$ cat config.mk
export PLATFORM = sky130hd
export DESIGN_NAME = arfc_ctrl
export DESIGN_NICKNAME = d
export VERILOG_FILES = /design/src/arfc_pkg.sv /design/src/arfc_bus_merge.sv /design/src/arfc_ctrl.sv
export SDC_FILE = /design/constraint.sdc
export NUM_CORES = 1
export LEC_CHECK = 0
export ABC_AREA = 1
export BUFFER_PORTS_ARGS = -buffer_cell sky130_fd_sc_hd__buf_2
export CAP_MARGIN = 0
export CORE_UTILIZATION = 53
export CTS_BUF_LIST = sky130_fd_sc_hd__clkbuf_8
export DETAILED_ROUTE_END_ITERATION = 8
export HOLD_SLACK_MARGIN = 0.1
export PLACE_DENSITY = 0.82
export SYNTH_ARGS = -nofsm -noshare
export SYNTH_HDL_FRONTEND = slang
export SYNTH_HIERARCHICAL = 1
export SYNTH_SLANG_ARGS = --single-unit
export TNS_END_PERCENT = 30
$ cat constraint.sdc
create_clock -name core_clk -period 1.8 [get_ports core_clk]
set_clock_uncertainty 0.15 [all_clocks]
set_input_delay 0.36 -clock core_clk [delete_from_list [all_inputs] [get_ports core_clk]]
set_output_delay 0.36 -clock core_clk [all_outputs]
set_load 0.02 [all_outputs]
$ cat src/arfc_pkg.sv
// Package for the 16x4 register file controller
package arfc_pkg;

  // ****************************************************************
  // Geometry
  // ****************************************************************
  localparam int unsigned ADDR_W     = 4;
  localparam int unsigned DATA_W     = 4;
  localparam int unsigned WORDS      = 16;
  localparam int unsigned NUM_DEV    = 2;
  localparam int unsigned SYS_ADDR_W = 5;

  // ****************************************************************
  // Timing
  // ****************************************************************
  localparam int unsigned CLK_PERIOD_PS      = 25000;
  localparam int unsigned SELECT_PULSE_MIN_PS = 18000;
  localparam int unsigned SELECT_PULSE_CYC   =
    (SELECT_PULSE_MIN_PS + CLK_PERIOD_PS - 1) / CLK_PERIOD_PS;
  localparam int unsigned READ_WAIT_CYC      = 1;
  localparam int unsigned CNT_W              = 4;

  // ****************************************************************
  // Carriers
  // ****************************************************************
  typedef struct packed {
    logic                  write;
    logic [SYS_ADDR_W-1:0] addr;
    logic [DATA_W-1:0]     data;
  } arfc_req_s;

  typedef struct packed {
    logic [NUM_DEV-1:0] select_n;
    logic               write_strobe_n;
    logic [ADDR_W-1:0]  word_address;
    logic [DATA_W-1:0]  write_data_in;
  } arfc_pins_s;

endpackage

$ cat src/arfc_bus_merge.sv
// Wired-OR merge of the device read buses
`timescale 1ns/1ps
module arfc_bus_merge
#(
  parameter int unsigned N = 2,
  parameter int unsigned W = 4
)
(
  // Device outputs, flattened
  input  wire logic [N*W-1:0] dev_q,
  // Merged bus
  output logic      [W-1:0]   merged
);

  always_comb
  begin
    merged = '0;
    for (int i = 0; i < N; i++)
    begin
      merged = merged | dev_q[i*W +: W];
    end
  end

endmodule

$ cat src/arfc_ctrl.sv
// Controller driving two 16x4 register files as a 32-word memory
//
// Operation
// - Controller drives a fully decoded 4-bit word address.
// - Extra address bit decodes onto the two separate selects.
// - At most one device selected on the shared wired-OR bus.
// - Strobe-select write: set pins first, select low at least 18 ns.
`timescale 1ns/1ps
module arfc_ctrl
(
  // Clock and reset
  input  wire logic                           core_clk,
  input  wire logic                           sys_rst,
  // User request
  input  wire logic                           req_valid,
  output logic                                req_ready,
  input  wire arfc_pkg::arfc_req_s            req,
  // User read answer
  output logic                                rsp_valid,
  output logic [arfc_pkg::DATA_W-1:0]         rsp_data,
  // Device pins
  output arfc_pkg::arfc_pins_s                pins,
  input  wire logic [arfc_pkg::NUM_DEV*arfc_pkg::DATA_W-1:0] read_data_out
);

  // ****************************************************************
  // State
  // ****************************************************************
  typedef enum logic [3:0] {
    ST_IDLE  = 4'b0001,
    ST_SETUP = 4'b0010,
    ST_PULSE = 4'b0100,
    ST_HOLD  = 4'b1000
  } arfc_state_e;

  arfc_state_e                  state;
  arfc_state_e                  next_state;
  arfc_pkg::arfc_req_s          cur;
  logic [arfc_pkg::CNT_W-1:0]   cnt;
  logic [arfc_pkg::DATA_W-1:0]  merged;

  // Decode the top address bit into active-low selects
  function automatic logic [arfc_pkg::NUM_DEV-1:0] sel_decode
    (input logic top);
    sel_decode = top ? 2'h1 : 2'h2;
  endfunction

  localparam logic [arfc_pkg::CNT_W-1:0] PULSE_LAST =
    arfc_pkg::CNT_W'(arfc_pkg::SELECT_PULSE_CYC - 1);
  localparam logic [arfc_pkg::CNT_W-1:0] READ_LAST =
    arfc_pkg::CNT_W'(arfc_pkg::READ_WAIT_CYC);

  assign req_ready = (state == ST_IDLE);

  // ****************************************************************
  // Sequencer
  // ****************************************************************
  always_comb
  begin
    next_state = state;
    case (state)
      ST_IDLE:  if (req_valid) next_state = ST_SETUP;
      ST_SETUP: next_state = ST_PULSE;
      ST_PULSE:
      begin
        if ((cur.write && cnt == PULSE_LAST) ||
            (!cur.write && cnt == READ_LAST))
          next_state = ST_HOLD;
      end
      ST_HOLD:  next_state = ST_IDLE;
      default:  next_state = ST_IDLE;
    endcase
  end

  always_ff @(posedge core_clk)
  begin
    if (sys_rst)
      state <= ST_IDLE;
    else
      state <= next_state;
  end

  always_ff @(posedge core_clk)
  begin
    if (sys_rst)
      cnt <= '0;
    else if (state == ST_PULSE)
      cnt <= cnt + 4'h1;
    else
      cnt <= '0;
  end

  always_ff @(posedge core_clk)
  begin
    if (sys_rst)
      cur <= '0;
    else if (state == ST_IDLE && req_valid)
      cur <= req;
  end

  // ****************************************************************
  // Pin drive
  // ****************************************************************
  always_ff @(posedge core_clk)
  begin
    if (sys_rst)
    begin
      pins.select_n       <= '1;
      pins.write_strobe_n <= 1'b1;
      pins.word_address   <= '0;
      pins.write_data_in  <= '0;
    end
    else
    begin
      case (next_state)
        ST_SETUP:
        begin
          pins.word_address   <= req.addr[arfc_pkg::ADDR_W-1:0];
          pins.write_data_in  <= req.data;
          pins.write_strobe_n <= ~req.write;
          pins.select_n       <= '1;
        end
        ST_PULSE:
          pins.select_n <= sel_decode(cur.addr[arfc_pkg::ADDR_W]);
        ST_HOLD:
          pins.select_n <= '1;
        default:
        begin
          pins.select_n       <= '1;
          pins.write_strobe_n <= 1'b1;
        end
      endcase
    end
  end

  // ****************************************************************
  // Read capture
  // ****************************************************************
  arfc_bus_merge #(
    .N (arfc_pkg::NUM_DEV),
    .W (arfc_pkg::DATA_W)
  ) u_merge (
    .dev_q  (read_data_out),
    .merged (merged)
  );

  always_ff @(posedge core_clk)
  begin
    if (sys_rst)
    begin
      rsp_valid <= 1'b0;
      rsp_data  <= '0;
    end
    else
    begin
      rsp_valid <= 1'b0;
      if (state == ST_PULSE && !cur.write && cnt == READ_LAST)
      begin
        rsp_valid <= 1'b1;
        rsp_data  <= merged;
      end
    end
  end

  // ****************************************************************
  // Checks
  // ****************************************************************
  logic [arfc_pkg::CNT_W-1:0]   sel_low_cnt;

  localparam logic [arfc_pkg::CNT_W-1:0] SEL_MIN =
    arfc_pkg::CNT_W'(arfc_pkg::SELECT_PULSE_CYC);

  // Length of the current select pulse
  always_ff @(posedge core_clk)
  begin
    if (sys_rst)
      sel_low_cnt <= '0;
    else if (!(&pins.select_n))
      sel_low_cnt <= sel_low_cnt + 4'h1;
    else
      sel_low_cnt <= '0;
  end

  property p_one_select;
    @(posedge core_clk) disable iff (sys_rst)
      !(pins.select_n[0] == 1'b0 && pins.select_n[1] == 1'b0);
  endproperty
  a_one_select: assert property (p_one_select)
    else $error("both devices selected");

  property p_strobe_stable;
    @(posedge core_clk) disable iff (sys_rst)
      (!(&pins.select_n)) |-> $stable(pins.write_strobe_n)
        && $stable(pins.word_address) && $stable(pins.write_data_in);
  endproperty
  a_strobe_stable: assert property (p_strobe_stable)
    else $error("pins changed while selected");

  property p_select_width;
    @(posedge core_clk) disable iff (sys_rst)
      $rose(&pins.select_n) && !pins.write_strobe_n
        |-> sel_low_cnt >= SEL_MIN;
  endproperty
  a_select_width: assert property (p_select_width)
    else $error("select pulse too short");

  property p_decode;
    @(posedge core_clk) disable iff (sys_rst)
      (!(&pins.select_n)) |->
        pins.select_n == sel_decode(cur.addr[arfc_pkg::ADDR_W]);
  endproperty
  a_decode: assert property (p_decode)
    else $error("wrong device selected");

  property p_idle_strobe;
    @(posedge core_clk) disable iff (sys_rst)
      (state == ST_IDLE) |-> pins.write_strobe_n && (&pins.select_n);
  endproperty
  a_idle_strobe: assert property (p_idle_strobe)
    else $error("pins active while idle");

  property p_read_answer;
    @(posedge core_clk) disable iff (sys_rst)
      (req_valid && req_ready && !req.write) |-> ##4 rsp_valid;
  endproperty
  a_read_answer: assert property (p_read_answer)
    else $error("read answer late");

  property p_addr_drive;
    @(posedge core_clk) disable iff (sys_rst)
      $fell(&pins.select_n) |->
        pins.word_address == cur.addr[arfc_pkg::ADDR_W-1:0];
  endproperty
  a_addr_drive: assert property (p_addr_drive)
    else $error("address not driven");

  property p_write_no_rsp;
    @(posedge core_clk) disable iff (sys_rst)
      (req_valid && req_ready && req.write) |=> !rsp_valid [*4];
  endproperty
  a_write_no_rsp: assert property (p_write_no_rsp)
    else $error("write gave answer");

endmodule

==> results.ini <==
[sta]
grt_setup_unrepaired = false
finalHoldViolations = 0
fin_setup_tns_ns = 0
achievable-frequency_ghz = 0.583
worst_pin_slew_ns = 0.291
slew_viol_final = 0
slew_headroom_pct = 80.5
post-route-period-util_pct = 95.2
setup-violations-final = 0
min_period_ns = 1.71

[global_routing]
grt_max_degree = 16
grt_pass1_wl_um = 3820
antenna_found_initial = 0
grt_util_all_layers_pct = 19.7
grt-ovfl-total = 0
grt_pass1_vias = 1001

[synth]
ys_types = 18
yosysWarnings = 6
synth_cells = 194
synth_area_mm2 = 0.00128
ys_ff_latch = 26
syn_nets = 218
synth.avg_cell_area_um2 = 6.58
ys_seq_area_share_pct = 40.7

[setup_path]
crit_arrival_ns = 1.20
required_ns = 1.29
path_cells = inv_1 > nand2_1 > nor2_4 > buf_2
crit_path_top_delay_cell = dfxtp_1
crit_path_max_incr_delay_ns = 0.32
critPathLaunchType = flip-flop
end_kind = primary output
rr_worst_depth = 6
crit_type = reg2out
path_max_fanout = 11

[drt]
postRouteAntennaNets = 0
wl_um = 2210
dr.pass1.iters = 4
vias = 1163
drc_errors = 0
drt-initial-drc-count = 24
wl_per_cell_um = 8.53
via_per_inst = 4.49

[clock_tree]
path_clk_slew_ns = 0.08
cts_hold_buf = 0
cts_tree = built
cts_sinks = 26
clock_path_buffers = 2
post_cts_buffers = 0
cts-resized-gates = 0
clockRootBuffer = clkbuf_8
cts_buffers = 3
htree_levels = 1
clkLatencyLatePin_ns = 0.27

[placement]
place_inst = 255
dpl_cell_area_mm2 = 0.00147
port_buffers = 37
gp_congestion = 0.837
place_hpwl_um = 1760

[final_layout]
final_nets = 256
seq_area_um2 = 520
final_cells = 259
area_growth_pct = 20.9
antenna_cells = 0
n_fill_cell = 203
final_cell_area_mm2 = 0.00154
multi_input_area_um2 = 529
fin_util_pct = 69.1
final_layout_size_suffix_gt1_share_pct = 23.8

[floorplan]
start_util_pct = 57.2
chipHeight_um = 51.1
io_pins = 38
core_mm2 = 0.00223
die_w_um = 51.1
die-area_mm2 = 0.00261
row_count = 17

[power]
vdd_drop_max_v = 0.000570
p_per_area_mw_per_mm2 = 833
power.leakage_nw = 0.883

[min_path]
hp-class = in2reg
whs_path_depth = 2

[job]
maxCapViolations = 0

[outcome]
outcome = complete, no violations

critical path: cells and delay by family (launching register included):
family / cells / cell delay, ns
DFF: 1 / 0.32
buffers and inverters: 2 / 0.30
and+or+nand+nor: 2 / 0.33
synth_stat cells (all sizes together):
master | n | area (um2)
dfxtp | 26 | 521
xnor2 | 1 | 8.76
ha | 3 | 37.5
nor3 | 1 | 5.00
nand2 | 44 | 190
nand3 | 20 | 100
nand4 | 3 | 18.8
clkbuf | 1 | 3.75
xor2 | 1 | 8.76
nor2 | 36 | 150
buf | 4 | 28.8
inv | 52 | 195
o21ai | 2 | 10.0
cells by family (layout without fill, tap and decap cells):
group | count (synthesis) | in the layout | share of synthesized area, %
simple gates | 104 | 104 | 36.3
buf+inv | 57 | 94 | 17.8
flops | 26 | 26 | 40.7
fa+ha+maj | 3 | 3 | 2.94
compound gates | 2 | 2 | 0.784
xor+xnor | 2 | 2 | 1.37
final cells by class:
cell class / count / share of cell area (%)
clock buffers: 3 / 2.67
clock inverters: 1 / 1.94
inverters: 52 / 12.6
multi-input cells: 111 / 34.3
flip-flops and latches: 26 / 33.7
well taps: 28 / 2.27
repair buffers: 38 / 12.5
routing by layer:
layer	global-route usage (%)	vias up	part of all wire [%]
li1	-	635	-
met1	22.6	496	47
met2	35.3	28	47
met3	3.57	4	4.5
met4	8.33	0	1.2
met5	0	-	0
through the flow:
stage	hold slack (ns)	total power [mW]	setup WS (ns)
detailed placement	0.253	0.830	0.364
floorplan	0.241	0.777	0.559
global route	0.156	1.35	0.00259
finish	0.153	1.29	0.0860
global placement	0.250	0.826	0.385
CTS	0.148	1.30	0.0786
power by group:
group	internal, mW	switching [mW]
Clock	0.297	0.173
Sequential	0.601	0.0143
Combinational	0.0754	0.125
Total	0.974	0.312
flip-flops by register name, summed over array words and instances, names as in the netlist:
signal,count
pins,11
state,4
cnt,4
rsp_data,4
rsp_valid,1
cur,2
final timing paths:
path,startpoint,end,slack (ns)
worst max-delay path,state[3],req_ready,0.09
worst min-delay path,sys_rst,state[2],0.15
worst max register to register,state[3],cur[9],0.38
worst min register to register,cur[8],pins[10],0.27
cell usage in the layout (no fill, tap or decap):
cell / count
clkbuf_8: 3
nor2_1: 34
nand3_1: 20
xnor2_1: 1
xor2_1: 1
inv_2: 1
buf_4: 1
buf_2: 37
nor3_1: 1
ha_1: 3
nand2_1: 34
o21ai_0: 2
dfxtp_1: 26
nand2_2: 10
bufinv_16: 1
nor2_4: 2
inv_1: 51
nand4_1: 3
No activity file was read; power rests on OpenSTA's default activity.
